**src/verilog/fp_pkg.sv**
```systemverilog
// Constants and types for the front-panel indicator and button controller.
// Assumes a single 10 MHz clock; all panel timing counts 1 ms ticks.
package fp_pkg;
    localparam int unsigned CLK_HZ     = 10_000_000;
    localparam int unsigned MS_PER_S   = 1000;
    localparam int unsigned TICK_CYC_DEF = CLK_HZ / MS_PER_S;
    localparam int unsigned MS_W       = 13;
    typedef logic [MS_W-1:0] ms_t;

    localparam int unsigned FLASH_OFF_S   = 2;
    localparam int unsigned SHORT_HOLD_S  = 1;
    localparam int unsigned LONG_HOLD_S   = 4;
    localparam int unsigned REBOOT_DLY_S  = 5;
    localparam ms_t FLASH_ON_MS     = 13'h0064;
    localparam ms_t FLASH_PERIOD_MS = ms_t'(FLASH_OFF_S * MS_PER_S) + FLASH_ON_MS;
    localparam ms_t SHORT_HOLD_MS   = ms_t'(SHORT_HOLD_S * MS_PER_S);
    localparam ms_t LONG_HOLD_MS    = ms_t'(LONG_HOLD_S * MS_PER_S);
    localparam ms_t REBOOT_DLY_MS   = ms_t'(REBOOT_DLY_S * MS_PER_S);
    localparam ms_t BLINK_PERIOD_MS = 13'h01F4;
    localparam ms_t BLINK_ON_MS     = 13'h00FA;
    localparam ms_t HB_PERIOD_MS    = 13'h03E8;
    localparam ms_t HB_PULSE_MS     = 13'h0064;
    localparam ms_t HB_SECOND_MS    = 13'h00C8;
    localparam ms_t DEBOUNCE_MS     = 13'h0014;

    localparam logic [7:0] CTRL_OFF  = 8'h00;
    localparam logic [7:0] CMD_OFF   = 8'h04;
    localparam logic [7:0] EVENT_OFF = 8'h08;
    localparam logic [7:0] STATE_OFF = 8'h0C;

    // Control register fields
    localparam int unsigned CTRL_W      = 14;
    localparam int unsigned C_STAT_LSB  = 0;
    localparam int unsigned C_BOOT_DONE = 3;
    localparam int unsigned C_MEDIA_IN  = 4;
    localparam int unsigned C_UNMOUNTED = 5;
    localparam int unsigned C_LOGGING   = 6;
    localparam int unsigned C_JOB_MEDIA = 7;
    localparam int unsigned C_EJECT_ACQUIRE_BUTTON_ALT  = 9;
    localparam int unsigned C_UPD_MODE  = 10;
    localparam int unsigned C_UPD_LSB   = 11;
    // Command register bits, write-only pulses
    localparam int unsigned K_ERROR     = 0;
    localparam int unsigned K_SCHED     = 1;
    localparam int unsigned K_OFF_ACK   = 2;
    // Event register bits, write one to clear
    localparam int unsigned EV_W        = 7;
    localparam int unsigned E_SHUTDOWN  = 0;
    localparam int unsigned E_REBOOT    = 1;
    localparam int unsigned E_EJECT     = 2;
    localparam int unsigned E_REFUSED   = 3;
    localparam int unsigned E_ACQ_START = 4;
    localparam int unsigned E_ACQ_STOP  = 5;
    localparam int unsigned E_FACTORY   = 6;

    typedef enum logic [1:0] {
        ST_INIT = 2'h0,
        ST_OFF  = 2'h1,
        ST_ON   = 2'h3,
        ST_DOWN = 2'h2
    } pstate_t;

    typedef enum logic [2:0] {
        SM_CONFIG = 3'h0,
        SM_HWDONE = 3'h1,
        SM_WSCHED = 3'h2,
        SM_WJOB   = 3'h3,
        SM_RUN    = 3'h4
    } stat_mode_t;

    typedef enum logic [2:0] {
        UP_START  = 3'h0,
        UP_APPLY  = 3'h1,
        UP_NOFILE = 3'h2,
        UP_OK     = 3'h3,
        UP_FAIL   = 3'h4
    } upd_phase_t;

    // Bicolour LED drive {yellow, green}
    localparam logic [1:0] LED_OFF = 2'h0;
    localparam logic [1:0] LED_GRN = 2'h1;
    localparam logic [1:0] LED_YEL = 2'h2;
endpackage

```
**src/verilog/button_debounce.sv**
```systemverilog
// Synchroniser and debouncer for one active-low panel contact.
// Assumes tick is a one-cycle pulse every millisecond from the same clock.
`timescale 1ns/1ps
`default_nettype none
module button_debounce
    import fp_pkg::*;
(
    input  wire logic pclk,
    input  wire logic presetn,
    input  wire logic tick,
    input  wire logic raw_n,
    output logic      level,
    output logic      valid
);
    typedef struct packed {
        logic s1;
        logic s2;
        logic s3;
        logic lvl;
        logic vld;
        ms_t  cnt;
    } deb_t;

    deb_t q;
    deb_t n;

    always_comb begin
        n = q;
        n.s1 = ~raw_n;
        n.s2 = q.s1;
        n.s3 = q.s2;
        if (q.s2 != q.s3) begin
            n.cnt = '0;
        end else if (tick && q.cnt != DEBOUNCE_MS) begin
            n.cnt = q.cnt + ms_t'(1);
        end
        // Level only follows a contact that stayed put for the full window
        if (q.cnt == DEBOUNCE_MS) begin
            n.lvl = q.s3;
            n.vld = 1'b1;
        end
    end

    always_ff @(posedge pclk or negedge presetn) begin
        if (!presetn) begin
            q <= '0;
        end else begin
            q <= n;
        end
    end

    assign level = q.lvl;
    assign valid = q.vld;
endmodule
`default_nettype wire

```
**src/verilog/front_panel_indicator_control.sv**
```systemverilog
// Front-panel controller: four bicolour LEDs, three buttons, power jumper.
// Assumes the host processor reports its state over APB and polls events.
`timescale 1ns/1ps
`default_nettype none
// Behaviour
// - Power LED: boot yellow, up green, down blinking
// - Status blinks yellow configuring, green when done
// - Awaiting schedule: green 100 ms, 2 s dark
// - Schedule met, job pending: heartbeat blink
// - Job running: status blinks green
// - Error blinks yellow until next schedule start
// - Pending media job: media blinks yellow, eject refused
// - Media LED follows inserted, logging, unmounted, absent
// - Update: all yellow start, power blinks
// - Update status: green applying, yellow no file
// - Update error LED: green then reboot 5 s
// - Jumper fitted, off: brief press powers on
// - Jumper fitted: one second hold shuts down
// - Jumper fitted: four second hold forces off
// - No jumper: always on, one second reboots
// - Eject unmounts media unless media job active
// - Alternate role toggles acquisition start and stop
// - Factory button requests default settings restore
// - Jumper fitted: stay off after power returns
module front_panel_indicator_control
    import fp_pkg::*;
#(
    parameter int unsigned TICK_CYC = TICK_CYC_DEF
) (
    input  wire logic        pclk,
    input  wire logic        presetn,
    input  wire logic        psel,
    input  wire logic        penable,
    input  wire logic        pwrite,
    input  wire logic [7:0]  paddr,
    input  wire logic [31:0] pwdata,
    output logic             pready,
    output logic [31:0]      prdata,
    output logic             pslverr,
    input  wire logic        power_btn_n,
    input  wire logic        eject_acquire_button_n,
    input  wire logic        factory_btn_n,
    input  wire logic        power_mode_jumper_n,
    output logic [1:0]       power_led,
    output logic [1:0]       status_led,
    output logic [1:0]       error_led,
    output logic [1:0]       media_led,
    output logic             power_en,
    output logic             sys_reboot
);
    typedef struct packed {
        pstate_t            st;
        logic [15:0]        tick_cnt;
        logic               tick;
        ms_t                blink_ms;
        ms_t                hb_ms;
        ms_t                flash_ms;
        ms_t                hold_ms;
        ms_t                upd_ms;
        logic               hold_ok;
        logic               pwr_prev;
        logic               ej_prev;
        logic               fr_prev;
        logic [CTRL_W-1:0]  ctrl;
        logic               err;
        logic [EV_W-1:0]    ev;
        logic               acq;
        logic [1:0]         pled;
        logic [1:0]         sled;
        logic [1:0]         eled;
        logic [1:0]         mled;
        logic               pwr_en;
        logic               reboot;
        logic               rdy;
        logic               slverr;
        logic [31:0]        rdata;
    } state_t;

    state_t q;
    state_t n;

    logic pwr_lvl;
    logic ej_lvl;
    logic fr_lvl;
    logic jmp_lvl;
    logic jmp_vld;

    function automatic ms_t wrap_ms(input ms_t cnt, input ms_t period);
        wrap_ms = (cnt == period - ms_t'(1)) ? '0 : cnt + ms_t'(1);
    endfunction

    function automatic logic [1:0] blink(input logic on, input logic [1:0] colour);
        blink = on ? colour : LED_OFF;
    endfunction

    function automatic logic reg_hit(input logic [7:0] addr);
        reg_hit = (addr == CTRL_OFF) || (addr == CMD_OFF) ||
                  (addr == EVENT_OFF) || (addr == STATE_OFF);
    endfunction

    button_debounce u_pwr (
        .pclk    (pclk),
        .presetn (presetn),
        .tick    (q.tick),
        .raw_n   (power_btn_n),
        .level   (pwr_lvl),
        .valid   ()
    );
    button_debounce u_ej (
        .pclk    (pclk),
        .presetn (presetn),
        .tick    (q.tick),
        .raw_n   (eject_acquire_button_n),
        .level   (ej_lvl),
        .valid   ()
    );
    button_debounce u_fr (
        .pclk    (pclk),
        .presetn (presetn),
        .tick    (q.tick),
        .raw_n   (factory_btn_n),
        .level   (fr_lvl),
        .valid   ()
    );
    button_debounce u_jmp (
        .pclk    (pclk),
        .presetn (presetn),
        .tick    (q.tick),
        .raw_n   (power_mode_jumper_n),
        .level   (jmp_lvl),
        .valid   (jmp_vld)
    );

    always_comb begin
        logic            setup;
        logic            wr_acc;
        logic [EV_W-1:0] ev_set;
        logic [EV_W-1:0] ev_clr;
        logic            cmd_err;
        logic            cmd_sched;
        logic            cmd_ack;
        logic            bl;
        logic            hb;
        logic            fl;
        stat_mode_t      sm;
        upd_phase_t      up;
        setup     = psel && !penable;
        wr_acc    = psel && penable && q.rdy && pwrite;
        ev_set    = '0;
        ev_clr    = '0;
        cmd_err   = 1'b0;
        cmd_sched = 1'b0;
        cmd_ack   = 1'b0;
        bl        = 1'b0;
        hb        = 1'b0;
        fl        = 1'b0;
        sm        = SM_CONFIG;
        up        = UP_START;
        n = q;
        n.tick   = 1'b0;
        n.reboot = 1'b0;

        // One millisecond tick drives every blink and hold timer
        if (q.tick_cnt == 16'(TICK_CYC - 1)) begin
            n.tick_cnt = '0;
            n.tick     = 1'b1;
        end else begin
            n.tick_cnt = q.tick_cnt + 16'h0001;
        end
        if (q.tick) begin
            n.blink_ms = wrap_ms(q.blink_ms, BLINK_PERIOD_MS);
            n.hb_ms    = wrap_ms(q.hb_ms, HB_PERIOD_MS);
            n.flash_ms = wrap_ms(q.flash_ms, FLASH_PERIOD_MS);
        end
        bl = q.blink_ms < BLINK_ON_MS;
        fl = q.flash_ms < FLASH_ON_MS;
        hb = (q.hb_ms < HB_PULSE_MS) ||
             (q.hb_ms >= HB_SECOND_MS && q.hb_ms < HB_SECOND_MS + HB_PULSE_MS);

        // Hold timer only after a release, so the power-on press cannot shut down
        if (!pwr_lvl) begin
            n.hold_ms = '0;
            n.hold_ok = 1'b1;
        end else if (q.tick && q.hold_ms != LONG_HOLD_MS) begin
            n.hold_ms = q.hold_ms + ms_t'(1);
        end
        n.pwr_prev = pwr_lvl;
        n.ej_prev  = ej_lvl;
        n.fr_prev  = fr_lvl;

        // APB: answer registered in setup, data valid through access
        n.rdy    = setup;
        n.slverr = setup && !reg_hit(paddr);
        n.rdata  = '0;
        if (setup && !pwrite) begin
            case (paddr)
                CTRL_OFF:  n.rdata = 32'(q.ctrl);
                EVENT_OFF: n.rdata = 32'(q.ev);
                STATE_OFF: n.rdata = 32'({q.acq, q.err, jmp_lvl, q.st});
                default:   n.rdata = '0;
            endcase
        end
        if (wr_acc) begin
            case (paddr)
                CTRL_OFF:  n.ctrl = pwdata[CTRL_W-1:0];
                CMD_OFF: begin
                    cmd_err   = pwdata[K_ERROR];
                    cmd_sched = pwdata[K_SCHED];
                    cmd_ack   = pwdata[K_OFF_ACK];
                end
                EVENT_OFF: ev_clr = pwdata[EV_W-1:0];
                default:   n.ctrl = q.ctrl;
            endcase
        end
        sm = stat_mode_t'(q.ctrl[C_STAT_LSB +: 3]);
        up = upd_phase_t'(q.ctrl[C_UPD_LSB +: 3]);

        // Error latches regardless of software masking; a new error wins
        n.err = (q.err && !cmd_sched) || cmd_err;

        case (q.st)
            ST_INIT: begin
                if (jmp_vld) begin
                    n.st     = jmp_lvl ? ST_OFF : ST_ON;
                    n.pwr_en = !jmp_lvl;
                end
            end
            ST_OFF: begin
                if (pwr_lvl && !q.pwr_prev) begin
                    n.st      = ST_ON;
                    n.pwr_en  = 1'b1;
                    n.hold_ok = 1'b0;
                end
            end
            ST_ON: begin
                if (q.hold_ok && q.hold_ms >= SHORT_HOLD_MS) begin
                    n.st = ST_DOWN;
                    if (jmp_lvl) begin
                        ev_set[E_SHUTDOWN] = 1'b1;
                    end else begin
                        ev_set[E_REBOOT] = 1'b1;
                    end
                end
            end
            ST_DOWN: begin
                if (cmd_ack) begin
                    n.st     = jmp_lvl ? ST_OFF : ST_ON;
                    n.pwr_en = !jmp_lvl;
                    n.reboot = !jmp_lvl;
                end
            end
            default: n.st = ST_INIT;
        endcase
        // With the jumper fitted, a long hold overrides everything, even a pending orderly shutdown
        if ((q.st == ST_ON || q.st == ST_DOWN) && jmp_lvl &&
            q.hold_ok && q.hold_ms == LONG_HOLD_MS) begin
            n.st     = ST_OFF;
            n.pwr_en = 1'b0;
        end

        if (q.st == ST_ON && ej_lvl && !q.ej_prev) begin
            if (q.ctrl[C_EJECT_ACQUIRE_BUTTON_ALT]) begin
                n.acq = !q.acq;
                ev_set[E_ACQ_START] = !q.acq;
                ev_set[E_ACQ_STOP]  = q.acq;
            end else if (q.ctrl[C_JOB_MEDIA]) begin
                ev_set[E_REFUSED] = 1'b1;
            end else begin
                ev_set[E_EJECT] = 1'b1;
            end
        end
        if (q.st == ST_ON && fr_lvl && !q.fr_prev) begin
            ev_set[E_FACTORY] = 1'b1;
        end

        // Successful update reboots itself after the settle delay
        if (q.st == ST_ON && q.ctrl[C_UPD_MODE] && up == UP_OK) begin
            if (q.tick && q.upd_ms != REBOOT_DLY_MS) begin
                n.upd_ms = q.upd_ms + ms_t'(1);
                if (q.upd_ms == REBOOT_DLY_MS - ms_t'(1)) begin
                    n.reboot = 1'b1;
                    ev_set[E_REBOOT] = 1'b1;
                end
            end
        end else begin
            n.upd_ms = '0;
        end
        // A set in the same cycle as its clear survives
        n.ev = (q.ev & ~ev_clr) | ev_set;

        n.pled = LED_OFF;
        n.sled = LED_OFF;
        n.eled = LED_OFF;
        n.mled = LED_OFF;
        if (q.st == ST_ON || q.st == ST_DOWN) begin
            if (q.ctrl[C_UPD_MODE]) begin
                if (up == UP_START) begin
                    n.pled = LED_YEL;
                    n.sled = LED_YEL;
                    n.eled = LED_YEL;
                    n.mled = LED_YEL;
                end else begin
                    n.pled = blink(bl, LED_YEL);
                    case (up)
                        UP_APPLY:  n.sled = blink(bl, LED_GRN);
                        UP_NOFILE: n.sled = blink(bl, LED_YEL);
                        UP_OK:     n.eled = blink(bl, LED_GRN);
                        UP_FAIL:   n.eled = blink(bl, LED_YEL);
                        default:   n.sled = LED_OFF;
                    endcase
                end
            end else begin
                if (q.st == ST_DOWN) begin
                    n.pled = blink(bl, LED_YEL);
                end else begin
                    n.pled = q.ctrl[C_BOOT_DONE] ? LED_GRN : LED_YEL;
                end
                case (sm)
                    SM_CONFIG: n.sled = blink(bl, LED_YEL);
                    SM_HWDONE: n.sled = LED_GRN;
                    SM_WSCHED: n.sled = blink(fl, LED_GRN);
                    SM_WJOB:   n.sled = blink(hb, LED_GRN);
                    SM_RUN:    n.sled = blink(bl, LED_GRN);
                    default:   n.sled = LED_OFF;
                endcase
                n.eled = blink(bl && q.err, LED_YEL);
                if (q.ctrl[C_JOB_MEDIA] && !q.ctrl[C_LOGGING]) begin
                    n.mled = blink(bl, LED_YEL);
                end else if (!q.ctrl[C_MEDIA_IN]) begin
                    n.mled = LED_OFF;
                end else if (q.ctrl[C_LOGGING]) begin
                    n.mled = blink(bl, LED_GRN);
                end else if (q.ctrl[C_UNMOUNTED]) begin
                    n.mled = LED_GRN;
                end else begin
                    n.mled = LED_YEL;
                end
            end
        end
    end

    always_ff @(posedge pclk or negedge presetn) begin
        if (!presetn) begin
            q <= '0;
        end else begin
            q <= n;
        end
    end

    assign pready     = q.rdy;
    assign prdata     = q.rdata;
    assign pslverr    = q.slverr;
    assign power_led  = q.pled;
    assign status_led = q.sled;
    assign error_led  = q.eled;
    assign media_led  = q.mled;
    assign power_en   = q.pwr_en;
    assign sys_reboot = q.reboot;

    off_dark_a: assert property (@(posedge pclk) disable iff (!presetn)
        (q.st == ST_OFF) |=> (power_led == LED_OFF && status_led == LED_OFF))
        else $error("panel lit while device off");

    down_blink_a: assert property (@(posedge pclk) disable iff (!presetn)
        (q.st == ST_DOWN && !q.ctrl[C_UPD_MODE]) |=> (power_led != LED_GRN))
        else $error("power LED green while going down");

    force_off_a: assert property (@(posedge pclk) disable iff (!presetn)
        ((q.st == ST_ON || q.st == ST_DOWN) && jmp_lvl && q.hold_ok && q.hold_ms == LONG_HOLD_MS)
        |=> (q.st == ST_OFF) ##1 !power_en)
        else $error("long hold did not force power off");

    eject_refuse_a: assert property (@(posedge pclk) disable iff (!presetn)
        (q.st == ST_ON && ej_lvl && !q.ej_prev && !q.ctrl[C_EJECT_ACQUIRE_BUTTON_ALT] && q.ctrl[C_JOB_MEDIA])
        |=> (q.ev[E_REFUSED] && $stable(q.ev[E_EJECT])))
        else $error("eject not refused during media job");

    err_set_a: assert property (@(posedge pclk) disable iff (!presetn)
        (psel && penable && pready && pwrite && paddr == CMD_OFF && pwdata[K_ERROR])
        |=> q.err)
        else $error("error event lost");

    stay_off_a: assert property (@(posedge pclk) disable iff (!presetn)
        (q.st == ST_INIT && jmp_vld && jmp_lvl) |=> (q.st == ST_OFF && !power_en))
        else $error("device came back on after power loss");

    flash_dark_a: assert property (@(posedge pclk) disable iff (!presetn)
        (q.st == ST_ON && !q.ctrl[C_UPD_MODE] && q.ctrl[C_STAT_LSB +: 3] == SM_WSCHED &&
         q.flash_ms >= FLASH_ON_MS) |=> (status_led == LED_OFF))
        else $error("flash pattern lit in dark phase");

    media_dark_a: assert property (@(posedge pclk) disable iff (!presetn)
        (!q.ctrl[C_MEDIA_IN] && !q.ctrl[C_JOB_MEDIA] && !q.ctrl[C_UPD_MODE]) |=> (media_led == LED_OFF))
        else $error("media LED lit with no media");

    upd_reboot_a: assert property (@(posedge pclk) disable iff (!presetn)
        (sys_reboot && q.st == ST_ON && q.ctrl[C_UPD_MODE]) |-> $past(q.upd_ms) == REBOOT_DLY_MS - ms_t'(1))
        else $error("update reboot at wrong delay");
endmodule
`default_nettype wire

```
**config.mk**
```make
export PLATFORM = sky130hd
export DESIGN_NAME = front_panel_indicator_control
export DESIGN_NICKNAME = d
export VERILOG_FILES = /design/src/verilog/fp_pkg.sv /design/src/verilog/button_debounce.sv /design/src/verilog/front_panel_indicator_control.sv
export SDC_FILE = /design/constraint.sdc
export NUM_CORES = 1
export LEC_CHECK = 0
export ABC_CLOCK_PERIOD_IN_PS = 5200
export BUFFER_PORTS_ARGS = -buffer_cell sky130_fd_sc_hd__buf_2
export CORE_ASPECT_RATIO = 1.1
export CORE_MARGIN = 5
export CORE_UTILIZATION = 50
export CTS_CLUSTER_DIAMETER = 50
export CTS_CLUSTER_SIZE = 14
export DETAILED_ROUTE_END_ITERATION = 12
export PLACE_DENSITY = 0.77
export SLEW_MARGIN = 15
export SYNTH_ARGS = -nofsm -noshare
export SYNTH_HDL_FRONTEND = slang
export SYNTH_SLANG_ARGS = --single-unit
```
**constraint.sdc**
```tcl
create_clock -name pclk -period 5.2 [get_ports pclk]
set_input_delay 0.52 -clock pclk [delete_from_list [all_inputs] [get_ports pclk]]
set_output_delay 0.52 -clock pclk [all_outputs]
set_load 0.01 [all_outputs]
```
==> results of run 1 <==
-- state kept, by name, summed over array words and instances (netlist names), 2 cells and up --
| signal | cells |
|---|---|
| q | 111 |
| prdata | 14 |
| u_ej.q | 14 |
| u_fr.q | 14 |
| u_jmp.q | 14 |
| u_pwr.q | 14 |
| error_led | 2 |
| media_led | 2 |
| power_led | 2 |
| status_led | 2 |
| u_ej.n | 2 |
| u_fr.n | 2 |
| u_jmp.n | 2 |
| u_pwr.n | 2 |
-- power by group through the flow --
stage	Clock [mW]	Sequential, mW	Combinational (mW)
final	1.56	1.65	0.289
after global routing	1.67	1.65	0.332
after CTS	1.60	1.65	0.294
after detailed placement	0	1.68	0.292
after global placement	0	1.68	0.286
after floorplan	0	1.68	0.204
-- metal layers --
layer / up-vias / part of all wire (%) / global-route usage, %
met5: - / 0 / 0
met4: 0 / 1.7 / 4.16
met3: 26 / 4.2 / 2.73
met2: 125 / 48 / 27.1
met1: 3389 / 46 / 21.8
li1: 3426 / - / -
-- cells in the mapped netlist, types with 11 or more instances --
library cell,n,area share [%]
a21oi_1,24,1.2
and2_1,14,0.87
and3_1,17,1.1
buf_4,40,3.0
clkbuf_1,18,0.67
dfrtp_1,206,51
ha_1,22,2.7
inv_1,33,1.2
mux2i_1,11,1.1
nand2_1,64,2.4
nand3_1,55,2.7
nand4_1,32,2.0
nor2_1,130,4.8
nor3_1,27,1.3
nor4_1,14,0.87
o21ai_0,18,0.89
or3_1,13,0.80
xnor2_1,48,4.2
xor2_1,65,5.6
-- layout by cell type (no fill, tap or decap), types with 18 or more instances in the layout --
cell type  count
dfrtp_1      206
nor2_1       130
nor3_1        27
o21ai_0       18
nand2_1       64
nand4_1       32
clkbuf_16     23
xor2_1        65
ha_1          22
xnor2_1       48
inv_1         33
buf_2         55
nand3_1       55
conb_1        18
a21oi_1       24
-- path summary, 6_finish.rpt --
kind,start,endpoint
max,q[63],q[83]
min,presetn,q[92]
max reg2reg,q[63],q[83]
min reg2reg,u_ej.n[16],u_ej.n[15]
max in group asynchronous,presetn,q[128]
min in group pclk,power_btn_n,u_pwr.n[16]
-- critical path: cells and delay by family (launching register included) --
kind / cells / cell delay (ns)
compound gates: 3 / 0.97
flops: 1 / 0.61
simple gates: 2 / 0.91
-- area by class of cell --
class                           count  area, µm²  share of cell area, %
Sequential cell                   206       5150                   46.3
Multi-Input combinational cell    696       4470                   40.2
Clock buffer                       27        621                   5.58
Timing Repair Buffer               61        327                   2.93
Tap cell                          252        315                   2.83
Inverter                           34        128                   1.15
Clock inverter                     11        114                   1.02
-- cells by family (layout without fill, tap and decap cells) --
kind of cell             count (synthesis)  in the layout  share of synthesized area, %
AO/OA/AOI/OAI                           83             83                          5.31
XOR/XNOR                               113            113                          9.79
adder cells (fa/ha/maj)                 22             22                          2.72
buffers and inverters                   99            133                          5.41
flip-flops                             206            206                          51.0
multiplexers                            29             29                          3.47
other                                    1             18                        0.0371
AND/OR/NAND/NOR                        431            431                          22.3
-- stage by stage --
stage / instance area [µm²] / power [mW]
floorplan: 10200 / 1.88
global placement: 10400 / 1.97
detailed placement: 10400 / 1.97
CTS: 11100 / 3.55
global route: 11100 / 3.65
finish: 11100 / 3.50
==> results.yml, run 1 <==
cts:
  cts_root_buffer: "clkbuf_16"
  post_cts_resized: 0
  clockBufferDepth: 3
  cts.clk_slew.worst_paths_ns: 0.07
  cts_max_level: 1
  cts_setup_buffers: 0
  cts_buffers: 23
  clock-sinks: 206
  cts_tree: "yes"
  clkLatencyLatePin_ns: 0.51
  cts_hold_buf: 0
global_route:
  overflow: 0
  grt_usage_pct: 16.1
  grt_pass1_vias: 6876
  antenna_found_initial: 0
  grt_max_degree: 108
  grt_pass1_wl_um: 32700
finish:
  postLayoutCoreUtil_pct: 56.0
  antenna_cells: 0
  layout.cells.non_filler: 1287
  nNetsFinal: 1093
  fillers: 1656
  drive_gt1_share_pct: 12.7
  syn_to_final_growth_pct: 10.1
place:
  place_ws_ns: 2.60
  hpwl_um: 12700
  gp_congestion: 0.804
  io_buffers: 56
  place_inst: 1249
pwr:
  p_leak_nw: 5.11
  p_sw_mw: 0.852
  power.density_nw_per_um2: 314
  p_int_mw: 2.65
  comb_power_share_pct: 8.3
  seqPwrFrac_pct: 47.2
  p_sw_share_pct: 24.4
  clockPowerShare_pct: 44.5
  peakVddDrop_mv: 0.421
route:
  drc: 0
  wl_per_cell_um: 14.5
  dr.pass1.iters: 5
  drt_wl_total_um: 18700
  drt_iter0_drc: 406
  vias: 6966
  drt.antenna.violating_nets: 0
  viasPerCell: 5.41
critical_path:
  critPathRequiredTime_ns: 5.61
  critPathMaxStageDelay_ns: 0.64
  r2r_cells: 5
  reg2reg_slack_ns: 2.63
  path_cells: "nor2b_1, nand4_1, o211ai_1, o21ai_0, a21oi_1"
  cp-start-kind: "flop"
  path_max_fanout: 15
  cpMaxStageDelayCell: "o211ai_1"
  critPathArrivalTime_ns: 2.99
  crit_path_end_kind: "flop"
  worstSetupPathType: "reg -> reg"
floorplanning:
  die_h_um: 159
  io_pins: 93
  die_x_um: 146
  dieArea_um2: 23200
  start_util_pct: 50.9
  coreArea_um2: 19900
  rows: 54
synthesis:
  yosys_warnings: 0
  ys_seq_area_share_pct: 51.0
  syn_area_per_cell_um2: 10.3
  syn_area_um2: 10100
  synth-main-ff-cell: "dfrtp_1"
  async_flop_share_pct: 100
  synth-edff-count: 0
  synthDistinctLibCells: 63
  syn_inst: 984
  yosys_register_bits: 206
sta:
  setup_viol: 0
  skew_ns: 0.0156
  fin_ws_ns: 2.63
  rsz0062_at_grt: "no"
  setup_tns_ns: 0
  hold_violations: 0
  timing.fmax_mhz: 388
  tightestPinTransition_ns: 0.999
  worst_hold_slack_ns: 0.122
  final_max_slew_viol_count: 0
  relSlewSlack_pct: 32.5
  period_needed_ns: 2.57
  fin_crit_sh_pct: 49.5
worst_hold_path:
  worstHoldPathType: "in -> async"
run:
  drv_cap: 0
status:
  outcome: "finished clean"
Note: power is estimated with default switching activity, not from simulation.
==> run 2, diff against run 1 <==
--- a/config.mk
+++ b/config.mk
@@ -5,7 +5,7 @@
 export SDC_FILE = /design/constraint.sdc
 export NUM_CORES = 1
 export LEC_CHECK = 0
-export ABC_CLOCK_PERIOD_IN_PS = 5200
+export ABC_CLOCK_PERIOD_IN_PS = 2670
 export BUFFER_PORTS_ARGS = -buffer_cell sky130_fd_sc_hd__buf_2
 export CORE_ASPECT_RATIO = 1.1
 export CORE_MARGIN = 5
==> constraint.sdc (replaced) <==
create_clock -name pclk -period 2.67 [get_ports pclk]
set_input_delay 0.267 -clock pclk [delete_from_list [all_inputs] [get_ports pclk]]
set_output_delay 0.267 -clock pclk [all_outputs]
set_load 0.01 [all_outputs]
==> results.yml, run 2 (synthesis gave the netlist of run 1 again) <==
status:
  outcome: "finished clean"
sta:
  final_max_slew_viol_count: 0
  setup_viol: 0
  period_needed_ns: 2.29
  tightestPinTransition_ns: 0.973
  skew_ns: 0.0129
  hold_violations: 0
  setup_tns_ns: 0
  fin_crit_sh_pct: 86.0
  relSlewSlack_pct: 34.9
  rsz0062_at_grt: "no"
  timing.fmax_mhz: 436
place:
  io_buffers: 56
  gp_congestion: 0.827
  hpwl_um: 12900
floorplanning:
  die_x_um: 146
  rows: 54
  io_pins: 93
  coreArea_um2: 19900
  die_h_um: 159
  dieArea_um2: 23200
  start_util_pct: 50.9
run:
  drv_cap: 0
global_route:
  grt_pass1_vias: 6958
  antenna_found_initial: 0
  overflow: 0
  grt_usage_pct: 16.3
  grt_max_degree: 72
  grt_pass1_wl_um: 33100
route:
  wl_per_cell_um: 14.5
  dr.pass1.iters: 5
  drc: 0
  vias: 6981
  drt_iter0_drc: 377
  drt.antenna.violating_nets: 0
  drt_wl_total_um: 19000
  viasPerCell: 5.34
cts:
  clock-sinks: 206
  cts_setup_buffers: 0
  clkLatencyLatePin_ns: 0.51
  cts.clk_slew.worst_paths_ns: 0.06
  cts_max_level: 1
  cts_buffers: 24
  cts_tree: "yes"
  cts_root_buffer: "clkbuf_16"
  clockBufferDepth: 3
critical_path:
  critPathRequiredTime_ns: 3.06
  worstSetupPathType: "reg -> reg"
  cp-start-kind: "flop"
  r2r-start: "q[84]"
  crit_path_end_kind: "flop"
  critPathArrivalTime_ns: 2.69
  startpoint: "q[84]"
  path_max_fanout: 5
finish:
  drive_gt1_share_pct: 13.4
  syn_to_final_growth_pct: 12.8
  final_common_cell: "dfrtp_1"
  nNetsFinal: 1112
  register_area_um2: 5150
  top_register: "q"
  postLayoutCoreUtil_pct: 57.4
  largest_reg_flops: 111
  antenna_cells: 0
  final_cell_mix: "dfrtp_1, nor2_1, xor2_1, nand2_1"
  multi_input_area_um2: 4470
  fillers: 1652
pwr:
  p_sw_share_pct: 24.5
  p_total_mw: 7.12
  seqPwrFrac_pct: 45.2
  p_int_mw: 5.38
  p_leak_nw: 5.23
  p_sw_mw: 1.74
  peakVddDrop_mv: 0.610
  clockPowerShare_pct: 46.4
  comb_power_share_pct: 8.5
  power.density_nw_per_um2: 625
worst_hold_path:
  worstHoldPathType: "in -> reg"
  hp-start: "pwdata[12]"
run 2: changes by cell type in the layout (fill, tap and decap cells not counted), sizes merged:
cell         previous run  this run
bufinv                  1         3
dlygate4sd3             0        11
inv                    38        36
clkinvlp                3         4
clkbuf                 28        26
clkinv                  3         7
buf                    60        67
run 2: path summary, 6_finish.rpt:
kind                         endpoint  slack, ns  cells past startpoint
max                          power_en       0.38                      7
min                             q[65]       0.01                      2
max reg2reg                  power_en       0.38                      7
min reg2reg                u_ej.n[15]       0.35                      0
max in group asynchronous      q[137]       1.70                      3
min in group asynchronous       q[91]       0.27                      2
run 2: timing repair:
| action | in CTS | in global routing |
|---|---|---|
| gates resized for setup | 0 | 0 |
| hold endpoints to repair | 56 | 0 |
| hold buffers | 11 | 0 |
run 2: metrics by stage:
step / instance area, µm² / worst slack [ns] / hold WS, ns / cells
final: 11400 / 0.375 / 0.0129 / 1308
after global routing: 11400 / 0.277 / 0.00850 / 1308
after CTS: 11400 / 0.370 / 0.00383 / 1308
after detailed placement: 10500 / 0.346 / 0.249 / 1256
after global placement: 10500 / 0.376 / 0.240 / 1256
after floorplan: 10200 / 0.462 / -0.0286 / 1001
run 2: power groups by stage:
stage	Clock, mW	Sequential, mW	Combinational, mW
final	3.30	3.22	0.602
after global placement	0	3.27	0.579
after CTS	3.38	3.22	0.610
after global routing	3.52	3.22	0.686
after detailed placement	0	3.27	0.594
after floorplan	0	3.27	0.397
run 2: critical path: stages (launching register included):
cell and delay [ns]:
dfrtp_1 0.43, inv_1 0.08, ha_1 0.14, or4b_2 0.61
nor3_1 0.28, and4b_1 0.26, nor3_1 0.07, a311o_1 0.31
run 2: area by class of cell:
type,count,share of cell area [%]
sequential,206,45.2
multi-input combinational,696,39.2
clock buffer,25,5.30
timing repair buffer,79,4.51
tap,252,2.77
clock inverter,16,1.86
inverter,34,1.12
run 2: per-layer routing:
metal	share of wire [%]	track usage, %	vias to the layer above
met5	0	0	-
met4	1.5	3.90	0
met3	4.6	2.50	21
met2	48	27.2	148
met1	46	22.7	3340
li1	-	-	3472
==> run 3, diff against run 2 <==
--- a/config.mk
+++ b/config.mk
@@ -9,11 +9,11 @@
 export BUFFER_PORTS_ARGS = -buffer_cell sky130_fd_sc_hd__buf_2
 export CORE_ASPECT_RATIO = 1.1
 export CORE_MARGIN = 5
-export CORE_UTILIZATION = 50
+export CORE_UTILIZATION = 30
 export CTS_CLUSTER_DIAMETER = 50
 export CTS_CLUSTER_SIZE = 14
 export DETAILED_ROUTE_END_ITERATION = 12
-export PLACE_DENSITY = 0.77
+export PLACE_DENSITY = 0.54
 export SLEW_MARGIN = 15
 export SYNTH_ARGS = -nofsm -noshare
 export SYNTH_HDL_FRONTEND = slang
==> results.yml, run 3 (synthesis gave the netlist of run 1 again) <==
status:
  outcome: "finished clean"
place:
  gp_congestion: 0.774
  hpwl_um: 13900
  io_buffers: 56
  placed_cell_area_um2: 10700
  place_ws_ns: 0.352
cts:
  clkLatencyLatePin_ns: 0.52
  cts_tree: "yes"
  cts_buffers: 26
  cts_max_level: 1
  clockBufferDepth: 3
  cts_root_buffer: "clkbuf_16"
  clock-sinks: 206
  cts.clk_slew.worst_paths_ns: 0.06
  post_cts_resized: 0
pwr:
  power.density_nw_per_um2: 643
  peakVddDrop_mv: 0.398
  seqPwrFrac_pct: 42.4
  p_int_mw: 5.78
  p_total_mw: 7.59
  clockPowerShare_pct: 49.5
  comb_power_share_pct: 8.1
  p_leak_nw: 5.34
  p_sw_share_pct: 23.9
  p_sw_mw: 1.82
floorplanning:
  die_h_um: 203
  die_x_um: 185
  coreArea_um2: 33300
  dieArea_um2: 37500
  start_util_pct: 30.4
  io_pins: 93
  rows: 70
route:
  drt_wl_total_um: 20200
  vias: 7027
  dr.pass1.iters: 5
  viasPerCell: 4.68
  drt.antenna.violating_nets: 0
  wl_per_cell_um: 13.4
  drc: 0
  drt_iter0_drc: 369
finish:
  largest_reg_flops: 111
  final_common_cell: "dfrtp_1"
  postLayoutCellArea_um2: 11800
  syn_to_final_growth_pct: 16.8
  antenna_cells: 0
  postLayoutCoreUtil_pct: 35.5
  top_register: "q"
  nNetsFinal: 1121
  drive_gt1_share_pct: 14.0
  final_cell_mix: "dfrtp_1, nor2_1, xor2_1, nand2_1"
sta:
  final_max_slew_viol_count: 0
  rsz0062_at_grt: "no"
  tightestPinTransition_ns: 0.942
  hold_violations: 0
  fin_ws_ns: 0.337
  period_needed_ns: 2.33
  skew_ns: 0.0192
  relSlewSlack_pct: 37.0
  timing.fmax_mhz: 429
  fin_crit_sh_pct: 87.4
  setup_tns_ns: 0
  setup_viol: 0
critical_path:
  r2r-start: "q[134]"
  crit_path_end: "q[125]"
  crit_path_end_kind: "flop"
  startpoint: "q[134]"
  critPathArrivalTime_ns: 2.71
  cp-start-kind: "flop"
  path_max_fanout: 8
  reg2reg_slack_ns: 0.34
  r2r_cells: 4
  r2r-end: "q[125]"
  worstSetupPathType: "reg -> reg"
  critPathRequiredTime_ns: 3.05
global_route:
  grt_usage_pct: 10.8
  grt_pass1_vias: 7012
  antenna_found_initial: 0
  grt_pass1_wl_um: 34700
  grt_max_degree: 69
  overflow: 0
worst_hold_path:
  worstHoldPathType: "in -> reg"
run:
  drv_cap: 0
==> run 3: cell count changes in the layout (fill, tap and decap cells not counted), moves of 3 or more <==
cell	before	now
clkbuf_16	24	27
clkinvlp_4	4	0
dlygate4sd3_1	11	15
clkbuf_8	1	4
buf_4	10	14
==> run 3: area by class of cell <==
type | instances | area, µm²
flip-flops and latches | 206 | 5150
well taps | 432 | 541
inverters | 34 | 128
multi-input cells | 696 | 4470
clock inverters | 15 | 213
clock buffers | 32 | 734
fillers | 3344 | 21500
repair buffers | 86 | 566
==> run 3: stage by stage <==
step / cells / hold WS, ns
finish: 1501 / 0.0191
global placement: 1439 / 0.268
CTS: 1501 / 0.0111
floorplan: 1001 / -0.0286
global route: 1501 / 0.0167
detailed placement: 1439 / 0.264
==> run 3: metal layers <==
metal	track usage (%)	share of wire, %
met1	15.4	49
met2	17.2	45
met3	1.45	4.2
met4	3.02	2.1
met5	0	0
==> run 3: how the worst min path moves through the flow <==
stage / startpoint / end / slack [ns] / cells after the start
floorplan: presetn / error_led[0] / -0.03 / 0
global placement: presetn / q[86] / 0.27 / 1
detailed placement: presetn / q[86] / 0.26 / 1
CTS: pwdata[13] / q[66] / 0.01 / 2
global route: pwdata[13] / q[66] / 0.02 / 2
finish: pwdata[13] / q[66] / 0.02 / 2
==> run 3: power by group through the flow <==
stage / sequential, mW / clock, mW / combinational, mW
finish: 3.22 / 3.76 / 0.616
global route: 3.22 / 4.02 / 0.703
CTS: 3.22 / 3.88 / 0.630
detailed placement: 3.28 / 0 / 0.611
global placement: 3.27 / 0 / 0.610
floorplan: 3.27 / 0 / 0.397
==> run 3: critical path, cell delays in order (launching register included) <==
cell	delay [ns]
dfrtp_1	0.41
or4_1	0.58
or4b_2	0.67
nor3_2	0.43
nor2_1	0.11
==> run 3: repair_timing <==
item,4_1_cts,5_1_grt
hold buffers,15,0
buffers inserted,0,0
endpoints found under the hold margin,77,0
